<file path="src/include/psp_cfg.svh">
// Offsets, field positions, reset values and timing for the press permit.
// Assumes a 10 MHz aclk and a 32-bit AXI4-Lite register port.
`ifndef PSP_CFG_SVH
`define PSP_CFG_SVH

`define PSP_OFS_CTRL 12'h000
`define PSP_OFS_STATUS 12'h004
`define PSP_OFS_IRQ_STAT 12'h008
`define PSP_OFS_IRQ_MASK 12'h00c

`define PSP_POL_NONE 3'h1
`define PSP_POL_ALWAYS 3'h2
`define PSP_POL_RUN_MAIN 3'h3
`define PSP_POL_TOP_MAIN 3'h4

`define PSP_CTRL_RST 8'h02
`define PSP_MASK_RST 8'h00

`define PSP_ST_PERMIT 0
`define PSP_ST_PENDING 1
`define PSP_ST_MAIN_N 2
`define PSP_ST_LOCK 3
`define PSP_ST_INPUTS 8

`define PSP_EV_RAISED 0
`define PSP_EV_DROPPED 1
`define PSP_EV_LOCKED 2
`define PSP_EV_REARM_OK 3
`define PSP_EV_REARM_BAD 4
`define PSP_EV_W 5

`define PSP_CLK_HZ 10000000
`define PSP_CYC_PER_MS (`PSP_CLK_HZ / 1000)
`define PSP_MIN_SHORT_MS 100
`define PSP_MIN_LONG_MS 350
`define PSP_MAX_PULSE_MS 30000

`endif

</file>
<file path="src/include/psp_pkg.sv">
// Types shared by the press permit logic and its bench.
// Assumes nothing beyond SystemVerilog packed structs.
package psp_pkg;

    // Field order mirrors the control register, policy in the low bits
    typedef struct packed {
        logic [1:0] rsvd;
        logic long_pulse;
        logic stroke_en;
        logic start_en;
        logic [2:0] policy;
    } psp_cfg_t;

    typedef struct packed {
        logic rearm;
        logic stroke_end;
        logic start_ok;
        logic main_ok;
        logic run_req;
    } psp_in_t;

endpackage

</file>
<file path="src/rtl/psp_top.sv">
// Press permit logic for setup operation with an AXI4-Lite register port.
// Assumes the permit inputs are asynchronous pins; aclk is 10 MHz.
`timescale 1ns/100ps
`include "psp_cfg.svh"

module psp_top #(
    parameter int ADDR_W = 12,
    parameter logic [31:0] MIN_SHORT_CYC =
        32'(`PSP_MIN_SHORT_MS * `PSP_CYC_PER_MS),
    parameter logic [31:0] MIN_LONG_CYC =
        32'(`PSP_MIN_LONG_MS * `PSP_CYC_PER_MS),
    parameter logic [31:0] MAX_PULSE_CYC =
        32'(`PSP_MAX_PULSE_MS * `PSP_CYC_PER_MS)
) (
    input wire logic aclk,
    input wire logic aresetn,
    input wire psp_pkg::psp_in_t pin_in,
    output logic press_permit,
    output logic rearm_pending,
    output logic main_permit_n,
    output logic irq,
    input wire logic [ADDR_W-1:0] s_axi_awaddr,
    input wire logic s_axi_awvalid,
    output logic s_axi_awready,
    input wire logic [31:0] s_axi_wdata,
    input wire logic [3:0] s_axi_wstrb,
    input wire logic s_axi_wvalid,
    output logic s_axi_wready,
    output logic [1:0] s_axi_bresp,
    output logic s_axi_bvalid,
    input wire logic s_axi_bready,
    input wire logic [ADDR_W-1:0] s_axi_araddr,
    input wire logic s_axi_arvalid,
    output logic s_axi_arready,
    output logic [31:0] s_axi_rdata,
    output logic [1:0] s_axi_rresp,
    output logic s_axi_rvalid,
    input wire logic s_axi_rready
);
    import psp_pkg::*;

    localparam logic [1:0] RESP_OKAY = 2'h0;
    localparam logic [1:0] RESP_SLVERR = 2'h2;
    localparam logic [11:0] OFS_CTRL = `PSP_OFS_CTRL;
    localparam logic [11:0] OFS_STAT = `PSP_OFS_IRQ_STAT;
    localparam logic [11:0] OFS_MASK = `PSP_OFS_IRQ_MASK;
    localparam logic [7:0] MASK_RST = `PSP_MASK_RST;

    function automatic logic [31:0] merge(input logic [31:0] old,
                                          input logic [31:0] wd,
                                          input logic [3:0] strb);
        logic [31:0] r;
        r = old;
        for (int i = 0; i < 4; i++) begin
            if (strb[i]) begin
                r[i*8 +: 8] = wd[i*8 +: 8];
            end
        end
        return r;
    endfunction

    // Returns bit 2 set when mapped, low bits the register index
    function automatic logic [2:0] decode(input logic [ADDR_W-1:0] a);
        logic [2:0] r;
        r = {1'b0, a[3:2]};
        if (a[ADDR_W-1:4] == '0 && a[1:0] == 2'h0) begin
            r[2] = 1'b1;
        end
        return r;
    endfunction

    // Pin synchroniser, then one more stage as the previous sample
    psp_in_t sync1_q, in_q, prev_q;
    always_ff @(posedge aclk) begin
        if (!aresetn) begin
            sync1_q <= '0;
            in_q <= '0;
            prev_q <= '0;
        end else begin
            sync1_q <= pin_in;
            in_q <= sync1_q;
            prev_q <= in_q;
        end
    end

    psp_cfg_t cfg_q;
    logic [`PSP_EV_W-1:0] ev_stat_q, ev_mask_q;
    logic permit_q, lock_q, pending_q, main_n_q, irq_q;
    logic [31:0] cnt_q;

    wire run_rise = in_q.run_req & ~prev_q.run_req;
    wire run_fall = prev_q.run_req & ~in_q.run_req;
    wire main_low = ~in_q.main_ok;
    wire top_rise = cfg_q.stroke_en & in_q.stroke_end & ~prev_q.stroke_end;
    wire start_ok = ~cfg_q.start_en | in_q.start_ok;
    wire pol_none = cfg_q.policy == `PSP_POL_NONE;
    wire pol_run = cfg_q.policy == `PSP_POL_RUN_MAIN;
    wire pol_top = cfg_q.policy == `PSP_POL_TOP_MAIN;
    wire lock_eff = lock_q & ~pol_none;

    // Start-only permit gates the start and rearm_pending, never the run
    wire start = ~permit_q & ~lock_eff & in_q.main_ok & start_ok
        & run_rise;
    wire drop = permit_q & (run_fall | main_low | top_rise);
    wire permit_d = start | (permit_q & ~drop);

    // Unknown policy codes behave as always, the safe side
    wire lock_cause = pol_run ? (run_fall | main_low) :
        pol_top ? (top_rise | main_low) : ~pol_none;
    wire engage = drop & lock_cause;

    wire [31:0] min_cyc = cfg_q.long_pulse ? MIN_LONG_CYC : MIN_SHORT_CYC;
    wire rearm_fall = prev_q.rearm & ~in_q.rearm;
    wire in_window = cnt_q >= min_cyc && cnt_q <= MAX_PULSE_CYC;
    wire rearm_ok = rearm_fall & in_window;
    wire rearm_bad = rearm_fall & ~in_window;
    wire [31:0] cnt_d = !in_q.rearm ? 32'h0 :
        (cnt_q > MAX_PULSE_CYC) ? cnt_q : cnt_q + 32'h1;

    // Engage beats a same-cycle rearm so a stop is never forgotten
    wire lock_d = engage | (lock_q & ~rearm_ok);
    wire lock_eff_d = lock_d & ~pol_none;
    wire pending_d = lock_eff_d & in_q.main_ok & start_ok
        & ~permit_d;

    wire [`PSP_EV_W-1:0] ev_now = {rearm_bad, rearm_ok,
        engage & ~lock_q, drop, start};

    always_ff @(posedge aclk) begin
        if (!aresetn) begin
            permit_q <= 1'b0;
            lock_q <= 1'b1;
            pending_q <= 1'b0;
            main_n_q <= 1'b1;
            cnt_q <= 32'h0;
        end else begin
            permit_q <= permit_d;
            lock_q <= lock_d;
            pending_q <= pending_d;
            main_n_q <= ~in_q.main_ok;
            cnt_q <= cnt_d;
        end
    end

    // Register port
    logic aw_hold_q, w_hold_q, awready_q, wready_q, bvalid_q;
    logic arready_q, rvalid_q;
    logic [1:0] bresp_q, rresp_q;
    logic [ADDR_W-1:0] awaddr_q;
    logic [31:0] wdata_q, rdata_q;
    logic [3:0] wstrb_q;

    wire aw_take = s_axi_awvalid & awready_q;
    wire w_take = s_axi_wvalid & wready_q;
    wire do_write = aw_hold_q & w_hold_q & ~bvalid_q;
    wire aw_hold_d = aw_take | (aw_hold_q & ~do_write);
    wire w_hold_d = w_take | (w_hold_q & ~do_write);
    wire bvalid_d = do_write | (bvalid_q & ~s_axi_bready);
    wire [2:0] wsel = decode(awaddr_q);
    wire wr_ctrl = do_write && wsel == {1'b1, OFS_CTRL[3:2]};
    wire wr_stat = do_write && wsel == {1'b1, OFS_STAT[3:2]};
    wire wr_mask = do_write && wsel == {1'b1, OFS_MASK[3:2]};
    wire [31:0] ctrl_w = merge({24'h0, cfg_q}, wdata_q, wstrb_q);
    wire [31:0] mask_w = merge({27'h0, ev_mask_q}, wdata_q, wstrb_q);
    wire [31:0] clr_w = merge(32'h0, wdata_q, wstrb_q);
    wire [`PSP_EV_W-1:0] ev_clr = wr_stat ? clr_w[`PSP_EV_W-1:0] : '0;
    wire [`PSP_EV_W-1:0] ev_stat_d = ev_now | (ev_stat_q & ~ev_clr);

    wire ar_take = s_axi_arvalid & arready_q;
    wire rvalid_d = ar_take | (rvalid_q & ~s_axi_rready);
    wire [2:0] rsel = decode(s_axi_araddr);
    wire [31:0] status_w = {19'h0, in_q, 4'h0, lock_q, main_n_q,
        pending_q, permit_q};
    wire [31:0] rd_word = (rsel[1:0] == 2'h0) ? {24'h0, cfg_q} :
        (rsel[1:0] == 2'h1) ? status_w :
        (rsel[1:0] == 2'h2) ? {27'h0, ev_stat_q} : {27'h0, ev_mask_q};

    always_ff @(posedge aclk) begin
        if (!aresetn) begin
            aw_hold_q <= 1'b0;
            w_hold_q <= 1'b0;
            awready_q <= 1'b0;
            wready_q <= 1'b0;
            bvalid_q <= 1'b0;
            bresp_q <= RESP_OKAY;
            awaddr_q <= '0;
            wdata_q <= 32'h0;
            wstrb_q <= 4'h0;
        end else begin
            aw_hold_q <= aw_hold_d;
            w_hold_q <= w_hold_d;
            awready_q <= ~aw_hold_d;
            wready_q <= ~w_hold_d;
            bvalid_q <= bvalid_d;
            if (aw_take) begin
                awaddr_q <= s_axi_awaddr;
            end
            if (w_take) begin
                wdata_q <= s_axi_wdata;
                wstrb_q <= s_axi_wstrb;
            end
            if (do_write) begin
                bresp_q <= wsel[2] ? RESP_OKAY : RESP_SLVERR;
            end
        end
    end

    always_ff @(posedge aclk) begin
        if (!aresetn) begin
            arready_q <= 1'b0;
            rvalid_q <= 1'b0;
            rdata_q <= 32'h0;
            rresp_q <= RESP_OKAY;
        end else begin
            arready_q <= ~rvalid_d;
            rvalid_q <= rvalid_d;
            if (ar_take) begin
                rdata_q <= rsel[2] ? rd_word : 32'h0;
                rresp_q <= rsel[2] ? RESP_OKAY : RESP_SLVERR;
            end
        end
    end

    // Policy gates the held lock at once and picks the lock cause at the next stop; pulse length at the next pulse end
    always_ff @(posedge aclk) begin
        if (!aresetn) begin
            cfg_q <= psp_cfg_t'(`PSP_CTRL_RST);
            ev_mask_q <= MASK_RST[`PSP_EV_W-1:0];
            ev_stat_q <= '0;
            irq_q <= 1'b0;
        end else begin
            if (wr_ctrl) begin
                cfg_q <= psp_cfg_t'({2'h0, ctrl_w[5:0]});
            end
            if (wr_mask) begin
                ev_mask_q <= mask_w[`PSP_EV_W-1:0];
            end
            ev_stat_q <= ev_stat_d;
            irq_q <= |(ev_stat_d & ev_mask_q);
        end
    end

    assign press_permit = permit_q;
    assign rearm_pending = pending_q;
    assign main_permit_n = main_n_q;
    assign irq = irq_q;
    assign s_axi_awready = awready_q;
    assign s_axi_wready = wready_q;
    assign s_axi_bvalid = bvalid_q;
    assign s_axi_bresp = bresp_q;
    assign s_axi_arready = arready_q;
    assign s_axi_rvalid = rvalid_q;
    assign s_axi_rdata = rdata_q;
    assign s_axi_rresp = rresp_q;
endmodule

</file>
<file path="config.mk">
export PLATFORM = sky130hd
export DESIGN_NAME = psp_top
export DESIGN_NICKNAME = d
export VERILOG_FILES = /design/src/include/psp_pkg.sv /design/src/rtl/psp_top.sv
export VERILOG_INCLUDE_DIRS = /design/src /design/src/include
export SDC_FILE = /design/constraint.sdc
export NUM_CORES = 1
export LEC_CHECK = 0
export BUFFER_PORTS_ARGS = -buffer_cell sky130_fd_sc_hd__buf_2
export CAP_MARGIN = 20
export CORE_MARGIN = 3
export CORE_UTILIZATION = 35
export DETAILED_ROUTE_END_ITERATION = 12
export SYNTH_ARGS = -nofsm -noshare
export SYNTH_HDL_FRONTEND = slang
export SYNTH_SLANG_ARGS = --single-unit
</file>
<file path="constraint.sdc">
create_clock -name aclk -period 2.75 [get_ports aclk]
set_input_delay 0.1375 -clock aclk [delete_from_list [all_inputs] [get_ports aclk]]
set_output_delay 0.1375 -clock aclk [all_outputs]
set_load 0.1 [all_outputs]
</file>
==> results of run 1 <==
==> state kept, by name, indices dropped and copies added (netlist names), 3 cells and up <==
signal and cells:
s_axi_rdata 11, cnt_q 32, sync1_q 5, ev_stat_q 5, cfg_q 6, awaddr_q 12, prev_q 3, in_q 5
ev_mask_q 5, wdata_q 6
==> cells by family (layout without fill, tap and decap cells) <==
logic type | count (synthesis) | after routing | synth area share (%)
AO/OA/AOI/OAI | 102 | 102 | 13.79
XOR/XNOR | 10 | 10 | 1.797
adder cells (fa/ha/maj) | 11 | 11 | 2.824
buffers and inverters | 64 | 109 | 7.137
flip-flops | 105 | 105 | 43.13
multiplexers | 16 | 16 | 4.313
other | 1 | 23 | 0.07695
AND/OR/NAND/NOR | 237 | 237 | 26.93
==> metrics by stage <==
step	total power, mW	instances	setup WS [ns]	instance area, sq um
2_1_floorplan	1.901	568	0.4230	4956
3_3_place_gp	1.933	769	0.2846	5276
3_5_place_dp	1.938	769	0.2217	5276
4_1_cts	3.279	789	0.2271	5640
5_1_grt	3.367	789	0.06976	5640
6_report	3.240	789	0.2185	5640
==> power groups by stage <==
stage	clock, mW	combinational, mW	sequential, mW
floorplan	0	0.246	1.65
global placement	0	0.325	1.61
detailed placement	0	0.328	1.61
CTS	1.37	0.334	1.57
global route	1.43	0.356	1.58
finish	1.33	0.332	1.57
==> layer usage <==
layer	vias to the layer above	GRT usage (%)	share of wire, %
met3	4	4.405	4.6
met1	1849	19.80	48
li1	2009	-	-
met2	80	24.06	46
met4	0	3.833	0.83
met5	-	0	0
==> worst reg2reg max path, cell delays in order (launching register included) <==
cell and delay, ns:
sky130_fd_sc_hd__dfxtp_1 0.36, sky130_fd_sc_hd__nor4_2 0.34, sky130_fd_sc_hd__nand4_1 0.17, sky130_fd_sc_hd__or4_4 0.56, sky130_fd_sc_hd__o21ai_4 0.16, sky130_fd_sc_hd__nand4_4 0.27
sky130_fd_sc_hd__or3_1 0.42, sky130_fd_sc_hd__a21oi_1 0.17
==> worst paths after layout <==
check	to	slack [ns]	depth (start not counted)
worst max-delay path	cnt_q[27]$_SDFFE_PN0N_	0.22	7
worst min-delay path	awaddr_q[4]$_SDFFE_PN0P_	0.05	3
worst max register to register	cnt_q[27]$_SDFFE_PN0N_	0.22	7
worst min register to register	in_q[1]$_SDFF_PN0_	0.43	1
==> repair_timing <==
item                                   in CTS  in global routing
hold buffers                                5                  0
gates resized for setup                     0                  0
endpoints found under the hold margin       5                  0
==> layout by cell type, fill, tap and decap left out, types with 10 or more instances in the layout <==
cell	n
sky130_fd_sc_hd__dfxtp_1	105
sky130_fd_sc_hd__nand2_1	67
sky130_fd_sc_hd__buf_2	64
sky130_fd_sc_hd__a21boi_0	27
sky130_fd_sc_hd__nand3_1	26
sky130_fd_sc_hd__o21ai_0	25
sky130_fd_sc_hd__conb_1	23
sky130_fd_sc_hd__a21oi_1	22
sky130_fd_sc_hd__and2_1	20
sky130_fd_sc_hd__nor2_1	19
sky130_fd_sc_hd__nor2b_1	16
sky130_fd_sc_hd__inv_1	15
sky130_fd_sc_hd__nand4_1	14
sky130_fd_sc_hd__or3_1	14
sky130_fd_sc_hd__mux2i_1	12
sky130_fd_sc_hd__ha_1	11
sky130_fd_sc_hd__nor3_1	10
sky130_fd_sc_hd__and3_1	10
==> final cells by class <==
| cell class | count | share of cell area, % |
|---|---|---|
| clock buffer | 12 | 4.725 |
| clock inverter | 3 | 0.8429 |
| tap | 176 | 3.904 |
| sequential | 105 | 37.27 |
| timing repair buffer | 78 | 7.764 |
| inverter | 16 | 1.065 |
| multi-input combinational | 399 | 44.43 |
==> impl_results.html, run 1 <==
<table>
<tr><th>Metric</th><th>Value</th></tr>
<tr><th colspan="2">Synth</th></tr>
<tr><td>Post-synthesis instance total</td><td>546</td></tr>
<tr><td>Total standard cell area after synthesis</td><td>4873 sq um</td></tr>
<tr><td>Most used DFF post-synth</td><td>sky130_fd_sc_hd__dfxtp_1</td></tr>
<tr><td>Most common library cells after synthesis</td><td>sky130_fd_sc_hd__dfxtp_1 (105), sky130_fd_sc_hd__nand2_1 (67), sky130_fd_sc_hd__a21boi_0 (27), sky130_fd_sc_hd__nand3_1 (26), sky130_fd_sc_hd__o21ai_0 (25)</td></tr>
<tr><td>Post-synthesis average cell area</td><td>8.926 sq um</td></tr>
<tr><td>Total of flip-flops plus latches after synthesis</td><td>105</td></tr>
<tr><td>Async set or reset register ratio after synthesis</td><td>0%</td></tr>
<tr><td>Number of synthesized flops with an enable pin</td><td>0</td></tr>
<tr><td>Synth top area cells</td><td>sky130_fd_sc_hd__dfxtp_1 (43%), sky130_fd_sc_hd__nand2_1 (5.2%), sky130_fd_sc_hd__a21boi_0 (4.2%), sky130_fd_sc_hd__buf_4 (3.5%), sky130_fd_sc_hd__ha_1 (2.8%)</td></tr>
<tr><td>Number of distinct library cells after synthesis</td><td>56</td></tr>
<tr><td>Synth warnings</td><td>0</td></tr>
<tr><td>Sequential share of the synthesized area</td><td>43.13%</td></tr>
<tr><td>Synth top area share</td><td>43.13%</td></tr>
<tr><td>Biggest area consumer among synthesized cells</td><td>sky130_fd_sc_hd__dfxtp_1</td></tr>
<tr><td>Most repeated cell in the gate-level netlist after synthesis</td><td>sky130_fd_sc_hd__dfxtp_1</td></tr>
<tr><th colspan="2">Timing</th></tr>
<tr><td>Number of pins with negative max-slew slack in the final report</td><td>0</td></tr>
<tr><td>Worst hold margin</td><td>0.04518 ns</td></tr>
<tr><td>Part of the cycle the worst path needs</td><td>92.05%</td></tr>
<tr><td>Final Skew</td><td>0.005290 ns</td></tr>
<tr><td>Setup repair after global routing missed its margin</td><td>false</td></tr>
<tr><td>Slew at the pin closest to its max-slew limit</td><td>0.7744 ns</td></tr>
<tr><td>Shortest period the worst path allows</td><td>2.532 ns</td></tr>
<tr><td>Setup TNS after final layout</td><td>0 ns</td></tr>
<tr><td>Relative max-transition margin</td><td>47.90%</td></tr>
<tr><td>Final number of setup-violating endpoints</td><td>0</td></tr>
<tr><td>Max Clock Freq</td><td>395.0 MHz</td></tr>
<tr><td>Final hold violation count</td><td>0</td></tr>
<tr><th colspan="2">Clock tree</th></tr>
<tr><td>H-tree levels</td><td>3</td></tr>
<tr><td>Max clock buf depth</td><td>2</td></tr>
<tr><td>CTS tree</td><td>yes</td></tr>
<tr><td>Total CTS buffers</td><td>9</td></tr>
<tr><td>Clock latency at the later pin of the worst-skew pair</td><td>0.34 ns</td></tr>
<tr><td>Clock-pin slew on the worst setup and hold paths</td><td>0.07 ns</td></tr>
<tr><td>Root Buffer</td><td>sky130_fd_sc_hd__clkbuf_16</td></tr>
<tr><td>Number of buffers inserted to repair setup after CTS</td><td>0</td></tr>
<tr><td>CTS sink count</td><td>105</td></tr>
<tr><th colspan="2">Worst hold path</th></tr>
<tr><td>Worst Hold Class</td><td>input pin to flip-flop</td></tr>
<tr><td>Source of the worst hold timing path</td><td>s_axi_awaddr[4]</td></tr>
<tr><th colspan="2">Die</th></tr>
<tr><td>Core region area</td><td>13450 sq um</td></tr>
<tr><td>Number of top-level design ports</td><td>117</td></tr>
<tr><td>Die outline area</td><td>15380 sq um</td></tr>
<tr><td>Site Rows</td><td>42</td></tr>
<tr><td>Initial standard-cell utilization of the core</td><td>36.23%</td></tr>
<tr><td>Chip height</td><td>124 microns</td></tr>
<tr><td>Floorplan die width</td><td>124 microns</td></tr>
<tr><th colspan="2">Pwr</th></tr>
<tr><td>Largest vdd supply drop</td><td>418.1 uV</td></tr>
<tr><td>Cell area power density</td><td>574.4 nW/um^2</td></tr>
<tr><td>Portion of total power attributed to combinational logic</td><td>10.3%</td></tr>
<tr><td>Int Pwr</td><td>2.404 mW</td></tr>
<tr><td>Clock share of power</td><td>41.1%</td></tr>
<tr><td>Flop pwr share</td><td>48.6%</td></tr>
<tr><td>Switching power</td><td>0.8359 mW</td></tr>
<tr><td>Switching Fraction</td><td>25.80%</td></tr>
<tr><td>Static leakage power</td><td>2.216 nW</td></tr>
<tr><th colspan="2">GRT</th></tr>
<tr><td>Antenna violations before repair</td><td>0</td></tr>
<tr><td>Global-route wire length before repair</td><td>18.06 mm</td></tr>
<tr><td>Vias in the first global route</td><td>3829</td></tr>
<tr><td>Total GRT Usage</td><td>14.98%</td></tr>
<tr><td>Remaining Overflow, GRT</td><td>0</td></tr>
<tr><td>Largest net degree at the start of global routing</td><td>76</td></tr>
<tr><th colspan="2">Critical path</th></tr>
<tr><td>Type of the setup path with the least slack</td><td>flip-flop to flip-flop</td></tr>
<tr><td>Start of the worst register-to-register path</td><td>cnt_q[17]$_SDFFE_PN0N_</td></tr>
<tr><td>CP bufs+invs</td><td>0</td></tr>
<tr><td>Critical path capture point type</td><td>flip-flop</td></tr>
<tr><td>Cells traversed along the worst timing path</td><td>nor4_2, nand4_1, or4_4, o21ai_4, nand4_4, or3_1, a21oi_1</td></tr>
<tr><td>Arrival time at the worst endpoint</td><td>2.79 ns</td></tr>
<tr><td>Critical Path Source</td><td>cnt_q[17]$_SDFFE_PN0N_</td></tr>
<tr><td>Slowest library cell on the worst path</td><td>sky130_fd_sc_hd__or4_4</td></tr>
<tr><td>Largest driver fanout on the critical path</td><td>16</td></tr>
<tr><td>Required time of the critical path</td><td>3.01 ns</td></tr>
<tr><td>Startpoint kind of the worst setup timing path</td><td>flip-flop</td></tr>
<tr><td>Critical path's top delay family</td><td>simple AND/OR/NAND/NOR gates</td></tr>
<tr><td>Delay of the slowest critical-path stage</td><td>0.55 ns</td></tr>
<tr><th colspan="2">Drt</th></tr>
<tr><td>Number of vias in the routed layout</td><td>3942</td></tr>
<tr><td>Per-cell via count in the routed design</td><td>4.996</td></tr>
<tr><td>Number of DRC markers after the initial detailed-route iteration</td><td>180</td></tr>
<tr><td>Overall routed net length</td><td>10.99 mm</td></tr>
<tr><td>Antenna Violating Nets Remaining</td><td>0</td></tr>
<tr><td>Number of optimization iterations in the first detailed-route pass</td><td>4</td></tr>
<tr><td>Detailed-route DRC error count</td><td>0</td></tr>
<tr><td>Wire length per cell</td><td>13.92 microns</td></tr>
<tr><th colspan="2">Placement</th></tr>
<tr><td>Placer's final routability congestion estimate</td><td>0.8384</td></tr>
<tr><td>DP HPWL</td><td>8.107 mm</td></tr>
<tr><td>Buffers added on ports</td><td>64</td></tr>
<tr><th colspan="2">Final layout</th></tr>
<tr><td>Layout cell share with drive strength beyond 1</td><td>16.31%</td></tr>
<tr><td># nets final</td><td>692</td></tr>
<tr><td>Antenna Cells</td><td>0</td></tr>
<tr><td>Fill cells</td><td>1358</td></tr>
<tr><td>Post-synthesis to final-layout area growth</td><td>15.74%</td></tr>
<tr><td>Combined area of the multi-input logic cells</td><td>2506 sq um</td></tr>
<tr><td>Post-layout util</td><td>41.93%</td></tr>
<tr><td>Seq. cell area</td><td>2102 sq um</td></tr>
<tr><th colspan="2">Job</th></tr>
<tr><td>Total of max-cap violations</td><td>0</td></tr>
<tr><th colspan="2">Run status</th></tr>
<tr><td>Run status</td><td>complete, no violations</td></tr>
</table>
No activity file was read; power rests on OpenSTA's default activity.
==> run 2: changes to the inputs <==
==> constraint.sdc (replaced) <==
create_clock -name aclk -period 2.75 [get_ports aclk]
set_input_delay 0 -clock aclk [delete_from_list [all_inputs] [get_ports aclk]]
set_output_delay 0 -clock aclk [all_outputs]
set_load 0.1 [all_outputs]
==> run 2 against run 1 <==
  * Final cell count increased by 3.7%
  * Largest cell class unchanged
  * Clock-buffer cell count rose by 1
  * Clock power fell by 9%
  * Sequential cell count unchanged
  * Critical path depth did not move
  * Global-route usage is 0.95 points higher
  * Fmax grew 1.0%
  * First-iteration DRC count rose by 19%
==> impl_results.html, run 2 (same netlist as run 1, synthesis figures left out) <==
<table>
<tr><th>Metric</th><th>Value</th></tr>
<tr><th colspan="2">Final layout</th></tr>
<tr><td>Most common library cell in the layout ignoring fill and taps</td><td>sky130_fd_sc_hd__dfxtp_1</td></tr>
<tr><td>Fill cells</td><td>1346</td></tr>
<tr><td>Antenna Cells</td><td>0</td></tr>
<tr><td>Final design instance area without fill</td><td>5882 sq um</td></tr>
<tr><td>Register ranked first by flip-flop count</td><td>cnt_q</td></tr>
<tr><td># nets final</td><td>720</td></tr>
<tr><td>Layout cell share with drive strength beyond 1</td><td>15.26%</td></tr>
<tr><td>Most used cells in the layout excluding fill and tap cells</td><td>sky130_fd_sc_hd__dfxtp_1 (105), sky130_fd_sc_hd__nand2_1 (67), sky130_fd_sc_hd__buf_2 (64)</td></tr>
<tr><td>Final standard cell count with taps included and fillers excluded</td><td>818</td></tr>
<tr><td>Post-synthesis to final-layout area growth</td><td>20.69%</td></tr>
<tr><td>Largest register FFs</td><td>32</td></tr>
<tr><th colspan="2">Pwr</th></tr>
<tr><td>Clock share of power</td><td>38.3%</td></tr>
<tr><td>Static leakage power</td><td>2.292 nW</td></tr>
<tr><td>Cell area power density</td><td>534.5 nW/um^2</td></tr>
<tr><td>Switching power</td><td>0.8509 mW</td></tr>
<tr><td>Largest vdd supply drop</td><td>307.7 uV</td></tr>
<tr><td>Switching Fraction</td><td>27.07%</td></tr>
<tr><td>Flop pwr share</td><td>50.1%</td></tr>
<tr><td>Int Pwr</td><td>2.293 mW</td></tr>
<tr><td>Portion of total power attributed to combinational logic</td><td>11.6%</td></tr>
<tr><th colspan="2">Critical path</th></tr>
<tr><td>Delay of the slowest critical-path stage</td><td>0.55 ns</td></tr>
<tr><td>Cells traversed along the worst timing path</td><td>nor4_2, nand4_1, or4_4, o21ai_4, nand4_4, or4_1, nand2_1</td></tr>
<tr><td>Start of the worst register-to-register path</td><td>cnt_q[18]$_SDFFE_PN0N_</td></tr>
<tr><td>Arrival time at the worst endpoint</td><td>2.80 ns</td></tr>
<tr><td>Largest driver fanout on the critical path</td><td>16</td></tr>
<tr><td>Slowest library cell on the worst path</td><td>sky130_fd_sc_hd__or4_4</td></tr>
<tr><td>Number of cells on the worst reg-to-reg path</td><td>7</td></tr>
<tr><td>Type of the setup path with the least slack</td><td>flip-flop to flip-flop</td></tr>
<tr><td>Required time of the critical path</td><td>3.05 ns</td></tr>
<tr><td>Critical path capture point type</td><td>flip-flop</td></tr>
<tr><td>Flop-to-flop setup slack</td><td>0.24 ns</td></tr>
<tr><td>Terminus of the critical flop-to-flop path</td><td>cnt_q[19]$_SDFFE_PN0N_</td></tr>
<tr><td>Startpoint kind of the worst setup timing path</td><td>flip-flop</td></tr>
<tr><th colspan="2">Clock tree</th></tr>
<tr><td>Total CTS buffers</td><td>9</td></tr>
<tr><td>CTS sink count</td><td>105</td></tr>
<tr><td>Clock latency at the later pin of the worst-skew pair</td><td>0.35 ns</td></tr>
<tr><td>Max clock buf depth</td><td>2</td></tr>
<tr><td>Clock-pin slew on the worst setup and hold paths</td><td>0.07 ns</td></tr>
<tr><td>CTS tree</td><td>yes</td></tr>
<tr><td>H-tree levels</td><td>3</td></tr>
<tr><td>Root Buffer</td><td>sky130_fd_sc_hd__clkbuf_16</td></tr>
<tr><td>Number of buffers inserted to repair setup after CTS</td><td>0</td></tr>
<tr><th colspan="2">Timing</th></tr>
<tr><td>Final number of setup-violating endpoints</td><td>0</td></tr>
<tr><td>Part of the cycle the worst path needs</td><td>91.10%</td></tr>
<tr><td>Number of pins with negative max-slew slack in the final report</td><td>0</td></tr>
<tr><td>Shortest period the worst path allows</td><td>2.505 ns</td></tr>
<tr><td>Setup repair after global routing missed its margin</td><td>false</td></tr>
<tr><td>Setup slack after layout</td><td>0.2448 ns</td></tr>
<tr><td>Final Skew</td><td>0.007903 ns</td></tr>
<tr><td>Max Clock Freq</td><td>399.2 MHz</td></tr>
<tr><td>Setup TNS after final layout</td><td>0 ns</td></tr>
<tr><td>Relative max-transition margin</td><td>44.06%</td></tr>
<tr><td>Slew at the pin closest to its max-slew limit</td><td>0.8314 ns</td></tr>
<tr><td>Final hold violation count</td><td>0</td></tr>
<tr><th colspan="2">GRT</th></tr>
<tr><td>Antenna violations before repair</td><td>0</td></tr>
<tr><td>Largest net degree at the start of global routing</td><td>76</td></tr>
<tr><td>Remaining Overflow, GRT</td><td>0</td></tr>
<tr><td>Vias in the first global route</td><td>3949</td></tr>
<tr><td>Global-route wire length before repair</td><td>19.11 mm</td></tr>
<tr><td>Total GRT Usage</td><td>15.93%</td></tr>
<tr><th colspan="2">Run status</th></tr>
<tr><td>Run status</td><td>complete, no violations</td></tr>
<tr><th colspan="2">Placement</th></tr>
<tr><td>Post-placement worst setup slack</td><td>0.2520 ns</td></tr>
<tr><td>DP HPWL</td><td>8.170 mm</td></tr>
<tr><td>Placed cell count</td><td>769</td></tr>
<tr><td>Placer's final routability congestion estimate</td><td>0.8475</td></tr>
<tr><td>Buffers added on ports</td><td>64</td></tr>
<tr><td>Area post-placement</td><td>5276 sq um</td></tr>
<tr><th colspan="2">Drt</th></tr>
<tr><td>Antenna Violating Nets Remaining</td><td>0</td></tr>
<tr><td>Per-cell via count in the routed design</td><td>4.998</td></tr>
<tr><td>Number of optimization iterations in the first detailed-route pass</td><td>4</td></tr>
<tr><td>Overall routed net length</td><td>11.56 mm</td></tr>
<tr><td>Number of DRC markers after the initial detailed-route iteration</td><td>215</td></tr>
<tr><td>Wire length per cell</td><td>14.13 microns</td></tr>
<tr><td>Detailed-route DRC error count</td><td>0</td></tr>
<tr><td>Number of vias in the routed layout</td><td>4088</td></tr>
<tr><th colspan="2">Die</th></tr>
<tr><td>Chip height</td><td>124 microns</td></tr>
<tr><td>Site Rows</td><td>42</td></tr>
<tr><td>Number of top-level design ports</td><td>117</td></tr>
<tr><td>Floorplan die width</td><td>124 microns</td></tr>
<tr><td>Initial standard-cell utilization of the core</td><td>36.23%</td></tr>
<tr><td>Die outline area</td><td>15380 sq um</td></tr>
<tr><td>Core region area</td><td>13450 sq um</td></tr>
<tr><th colspan="2">Worst hold path</th></tr>
<tr><td>Source of the worst hold timing path</td><td>s_axi_araddr[1]</td></tr>
<tr><td>Worst Hold Depth</td><td>4</td></tr>
<tr><td>Worst Hold Class</td><td>input pin to flip-flop</td></tr>
<tr><td>Worst-case hold path end point</td><td>s_axi_rdata[3]$_SDFFE_PN0P_</td></tr>
<tr><th colspan="2">Job</th></tr>
<tr><td>Total of max-cap violations</td><td>0</td></tr>
</table>
## run 2: through the flow
| step | hold WS, ns | util [%] | power (mW) |
|---|---|---|---|
| after CTS | 0.01404 | 43.72 | 3.174 |
| after floorplan | 0.1273 | - | 1.901 |
| final | 0.01782 | 43.72 | 3.144 |
| after global placement | 0.2061 | 39.22 | 1.933 |
| after global routing | 0.04086 | 43.72 | 3.269 |
| after detailed placement | 0.2104 | 39.22 | 1.938 |
## run 2: routing by layer
metal	share of wire [%]	global-route usage, %
met1	48	20.69
met2	47	26.50
met3	3.0	2.770
met4	1.7	5.955
met5	0	0
## run 2: how the worst max path moves through the flow
stage / startpoint / to / depth (start not counted)
finish: cnt_q[18]$_SDFFE_PN0N_ / cnt_q[19]$_SDFFE_PN0N_ / 7
global route: cnt_q[18]$_SDFFE_PN0N_ / cnt_q[25]$_SDFFE_PN0N_ / 7
CTS: cnt_q[25]$_SDFFE_PN0N_ / cnt_q[19]$_SDFFE_PN0N_ / 7
detailed placement: cnt_q[18]$_SDFFE_PN0N_ / cnt_q[19]$_SDFFE_PN0N_ / 7
global placement: cnt_q[18]$_SDFFE_PN0N_ / cnt_q[19]$_SDFFE_PN0N_ / 7
floorplan: s_axi_bvalid$_SDFF_PN0_ / irq$_SDFF_PN0_ / 8
## run 2: worst max-delay path, delay by kind of cell (launching register included)
family | cells | cell delay [ns]
AOI/OAI and AO/OA | 1 | 0.16
DFF | 1 | 0.37
and+or+nand+nor | 6 | 1.91
## run 2: power by group through the flow
stage / Combinational, mW / Sequential (mW) / Clock, mW
after floorplan: 0.246 / 1.65 / 0
after global placement: 0.324 / 1.61 / 0
after detailed placement: 0.328 / 1.61 / 0
after CTS: 0.363 / 1.57 / 1.24
after global routing: 0.388 / 1.58 / 1.30
final: 0.364 / 1.57 / 1.21
## run 2: cell type report
| type | count | area (sq um) | share of cell area [%] |
|---|---|---|---|
| Timing Repair Buffer | 106 | 718.2 | 12.21 |
| Clock buffer | 13 | 250.2 | 4.254 |
| Inverter | 16 | 60.06 | 1.021 |
| Sequential cell | 105 | 2102 | 35.74 |
| Clock inverter | 3 | 25.02 | 0.4254 |
| Tap cell | 176 | 220.2 | 3.744 |
| Multi-Input combinational cell | 399 | 2506 | 42.61 |
## run 2: timing repair
item                                   in CTS  in global routing
endpoints found under the hold margin      26                  0
setup endpoints to repair                   0                  0
hold buffers                               33                  0
gates resized for setup                     0                  0
==> run 3: changes to the inputs <==
--- a/config.mk
+++ b/config.mk
@@ -8,7 +8,6 @@
 export LEC_CHECK = 0
 export BUFFER_PORTS_ARGS = -buffer_cell sky130_fd_sc_hd__buf_2
 export CAP_MARGIN = 20
-export CORE_MARGIN = 3
 export CORE_UTILIZATION = 35
 export DETAILED_ROUTE_END_ITERATION = 12
 export SYNTH_ARGS = -nofsm -noshare
==> run 3 against run 2 <==
  * Final area is 0.81% higher
  * Global-route usage is 0.91 points higher
  * Largest cell class unchanged
  * First-iteration DRC count is 4.7% lower
  * Non-clock buffer count stayed put
  * Setup slack worse by 0.025 ns
  * Critical path depth stayed put
  * Combinational power hardly changed
  * Core utilization is 0.53 points higher
  * Worst hold slack worse by 0.010 ns
  * Clock power is 14% higher
==> impl_results.html, run 3 (same netlist as run 1, synthesis figures left out) <==
<table>
<tr><th>Metric</th><th>Value</th></tr>
<tr><th colspan="2">Drt</th></tr>
<tr><td>Overall routed net length</td><td>11.30 mm</td></tr>
<tr><td>Wire length per cell</td><td>13.82 microns</td></tr>
<tr><td>Detailed-route DRC error count</td><td>0</td></tr>
<tr><td>Number of optimization iterations in the first detailed-route pass</td><td>4</td></tr>
<tr><td>Number of DRC markers after the initial detailed-route iteration</td><td>205</td></tr>
<tr><td>Number of vias in the routed layout</td><td>4077</td></tr>
<tr><td>Antenna Violating Nets Remaining</td><td>0</td></tr>
<tr><td>Per-cell via count in the routed design</td><td>4.984</td></tr>
<tr><th colspan="2">Die</th></tr>
<tr><td>Die outline area</td><td>14400 sq um</td></tr>
<tr><td>Core region area</td><td>13400 sq um</td></tr>
<tr><td>Chip height</td><td>120 microns</td></tr>
<tr><td>Initial standard-cell utilization of the core</td><td>36.37%</td></tr>
<tr><td>Number of top-level design ports</td><td>117</td></tr>
<tr><td>Site Rows</td><td>42</td></tr>
<tr><td>Floorplan die width</td><td>120 microns</td></tr>
<tr><th colspan="2">Job</th></tr>
<tr><td>Total of max-cap violations</td><td>0</td></tr>
<tr><th colspan="2">Critical path</th></tr>
<tr><td>Type of the setup path with the least slack</td><td>flip-flop to flip-flop</td></tr>
<tr><td>Critical path's top delay family</td><td>simple AND/OR/NAND/NOR gates</td></tr>
<tr><td>Largest driver fanout on the critical path</td><td>16</td></tr>
<tr><td>Slowest library cell on the worst path</td><td>sky130_fd_sc_hd__or4_4</td></tr>
<tr><td>Startpoint kind of the worst setup timing path</td><td>flip-flop</td></tr>
<tr><td>Critical path capture point type</td><td>flip-flop</td></tr>
<tr><td>CP bufs+invs</td><td>0</td></tr>
<tr><td>Arrival time at the worst endpoint</td><td>2.83 ns</td></tr>
<tr><td>Required time of the critical path</td><td>3.05 ns</td></tr>
<tr><td>Delay of the slowest critical-path stage</td><td>0.56 ns</td></tr>
<tr><td>Cells traversed along the worst timing path</td><td>nor3_1, nand4_1, or4_4, o21ai_4, nand4_4, or4_1, nand2_1</td></tr>
<tr><th colspan="2">Worst hold path</th></tr>
<tr><td>Worst Hold Class</td><td>input pin to flip-flop</td></tr>
<tr><th colspan="2">Clock tree</th></tr>
<tr><td>Clock latency at the later pin of the worst-skew pair</td><td>0.35 ns</td></tr>
<tr><td>Number of buffers inserted to repair setup after CTS</td><td>0</td></tr>
<tr><td>Clock-pin slew on the worst setup and hold paths</td><td>0.07 ns</td></tr>
<tr><td>Max clock buf depth</td><td>2</td></tr>
<tr><td>CTS sink count</td><td>105</td></tr>
<tr><td>Total CTS buffers</td><td>9</td></tr>
<tr><td>H-tree levels</td><td>3</td></tr>
<tr><td>Root Buffer</td><td>sky130_fd_sc_hd__clkbuf_16</td></tr>
<tr><td>CTS tree</td><td>yes</td></tr>
<tr><th colspan="2">GRT</th></tr>
<tr><td>Global-route wire length before repair</td><td>19.17 mm</td></tr>
<tr><td>Antenna violations before repair</td><td>0</td></tr>
<tr><td>Total GRT Usage</td><td>16.84%</td></tr>
<tr><td>Largest net degree at the start of global routing</td><td>40</td></tr>
<tr><td>Remaining Overflow, GRT</td><td>0</td></tr>
<tr><td>Vias in the first global route</td><td>4027</td></tr>
<tr><th colspan="2">Final layout</th></tr>
<tr><td>Largest register FFs</td><td>32</td></tr>
<tr><td>Fill cells</td><td>1299</td></tr>
<tr><td>Layout cell share with drive strength beyond 1</td><td>15.42%</td></tr>
<tr><td>Seq. cell area</td><td>2102 sq um</td></tr>
<tr><td>Antenna Cells</td><td>0</td></tr>
<tr><td>Most common library cell in the layout ignoring fill and taps</td><td>sky130_fd_sc_hd__dfxtp_1</td></tr>
<tr><td>Post-synthesis to final-layout area growth</td><td>21.67%</td></tr>
<tr><td>Combined area of the multi-input logic cells</td><td>2506 sq um</td></tr>
<tr><td>Most used cells in the layout excluding fill and tap cells</td><td>sky130_fd_sc_hd__dfxtp_1 (105), sky130_fd_sc_hd__nand2_1 (67), sky130_fd_sc_hd__buf_2 (64)</td></tr>
<tr><td>Register ranked first by flip-flop count</td><td>cnt_q</td></tr>
<tr><td># nets final</td><td>720</td></tr>
<tr><th colspan="2">Timing</th></tr>
<tr><td>Max Clock Freq</td><td>395.3 MHz</td></tr>
<tr><td>Part of the cycle the worst path needs</td><td>91.99%</td></tr>
<tr><td>Relative max-transition margin</td><td>47.61%</td></tr>
<tr><td>Setup repair after global routing missed its margin</td><td>false</td></tr>
<tr><td>Final Skew</td><td>0.005945 ns</td></tr>
<tr><td>Setup TNS after final layout</td><td>0 ns</td></tr>
<tr><td>Final hold violation count</td><td>0</td></tr>
<tr><td>Final number of setup-violating endpoints</td><td>0</td></tr>
<tr><td>Number of pins with negative max-slew slack in the final report</td><td>0</td></tr>
<tr><td>Worst hold margin</td><td>0.007821 ns</td></tr>
<tr><td>Shortest period the worst path allows</td><td>2.530 ns</td></tr>
<tr><td>Slew at the pin closest to its max-slew limit</td><td>0.7787 ns</td></tr>
<tr><th colspan="2">Pwr</th></tr>
<tr><td>Static leakage power</td><td>2.317 nW</td></tr>
<tr><td>Total power after layout</td><td>3.314 mW</td></tr>
<tr><td>Largest vdd supply drop</td><td>413.9 uV</td></tr>
<tr><td>Cell area power density</td><td>559.0 nW/um^2</td></tr>
<tr><th colspan="2">Run status</th></tr>
<tr><td>Run status</td><td>complete, no violations</td></tr>
<tr><th colspan="2">Placement</th></tr>
<tr><td>Buffers added on ports</td><td>64</td></tr>
<tr><td>Placer's final routability congestion estimate</td><td>0.8106</td></tr>
<tr><td>DP HPWL</td><td>7.933 mm</td></tr>
</table>
-- run 3: cell types whose count changed in the layout (fill, tap and decap cells not counted) --
cell / previous run / this run
sky130_fd_sc_hd__inv_6: 1 / 0
sky130_fd_sc_hd__clkbuf_1: 3 / 2
sky130_fd_sc_hd__bufinv_16: 0 / 2
-- run 3: path summary, 6_finish.rpt --
| check | start | to | slack, ns | depth (start not counted) |
|---|---|---|---|---|
| setup / recovery | cnt_q[31]$_SDFFE_PN0N_ | cnt_q[19]$_SDFFE_PN0N_ | 0.22 | 7 |
| hold / removal | s_axi_wvalid | wdata_q[5]$_SDFFE_PN0P_ | 0.008 | 3 |
| setup reg to reg | cnt_q[31]$_SDFFE_PN0N_ | cnt_q[19]$_SDFFE_PN0N_ | 0.22 | 7 |
| hold reg to reg | sync1_q[0]$_SDFF_PN0_ | in_q[0]$_SDFF_PN0_ | 0.44 | 1 |
-- run 3: cell type report --
class | count | share of cell area [%]
clock inverter | 4 | 1.287
clock buffer | 12 | 4.157
inverter | 16 | 1.013
sequential | 105 | 35.45
timing repair buffer | 106 | 12.11
tap | 176 | 3.714
multi-input combinational | 399 | 42.27
-- run 3: metrics by stage --
| step | utilization (%) | instance area [sq um] | setup slack [ns] | std cells |
|---|---|---|---|---|
| floorplan | - | 4956 | 0.4230 | 568 |
| global placement | 39.37 | 5276 | 0.2716 | 769 |
| detailed placement | 39.37 | 5276 | 0.2627 | 769 |
| CTS | 44.25 | 5929 | 0.2423 | 818 |
| global route | 44.25 | 5929 | 0.01917 | 818 |
| finish | 44.25 | 5929 | 0.2202 | 818 |
-- run 3: power by group --
part	total, mW	switching (mW)	internal (mW)	leakage [nW]
Sequential	1.58	0.0229	1.55	0.852
Clock	1.38	0.551	0.825	0.153
Combinational	0.363	0.268	0.0957	1.31
-- run 3: routing by layer --
layer	vias up	GRT usage, %	routed length, microns
li1	2066	-	-
met1	1894	21.45	5410
met2	94	27.08	5226
met3	23	4.278	430
met4	0	6.641	233
met5	-	0	0
-- run 3: what timing repair did --
item,in CTS,in global routing
hold buffers,33,0
resized for setup,0,0
hold endpoints to repair,28,0
setup endpoints to repair,0,0
-- run 3: worst register-to-register path: cells and delay by family, from the launching register on --
kind / cells / cell delay [ns]
AO/OA/AOI/OAI: 1 / 0.16
flip-flops: 1 / 0.31
AND/OR/NAND/NOR: 6 / 2.00
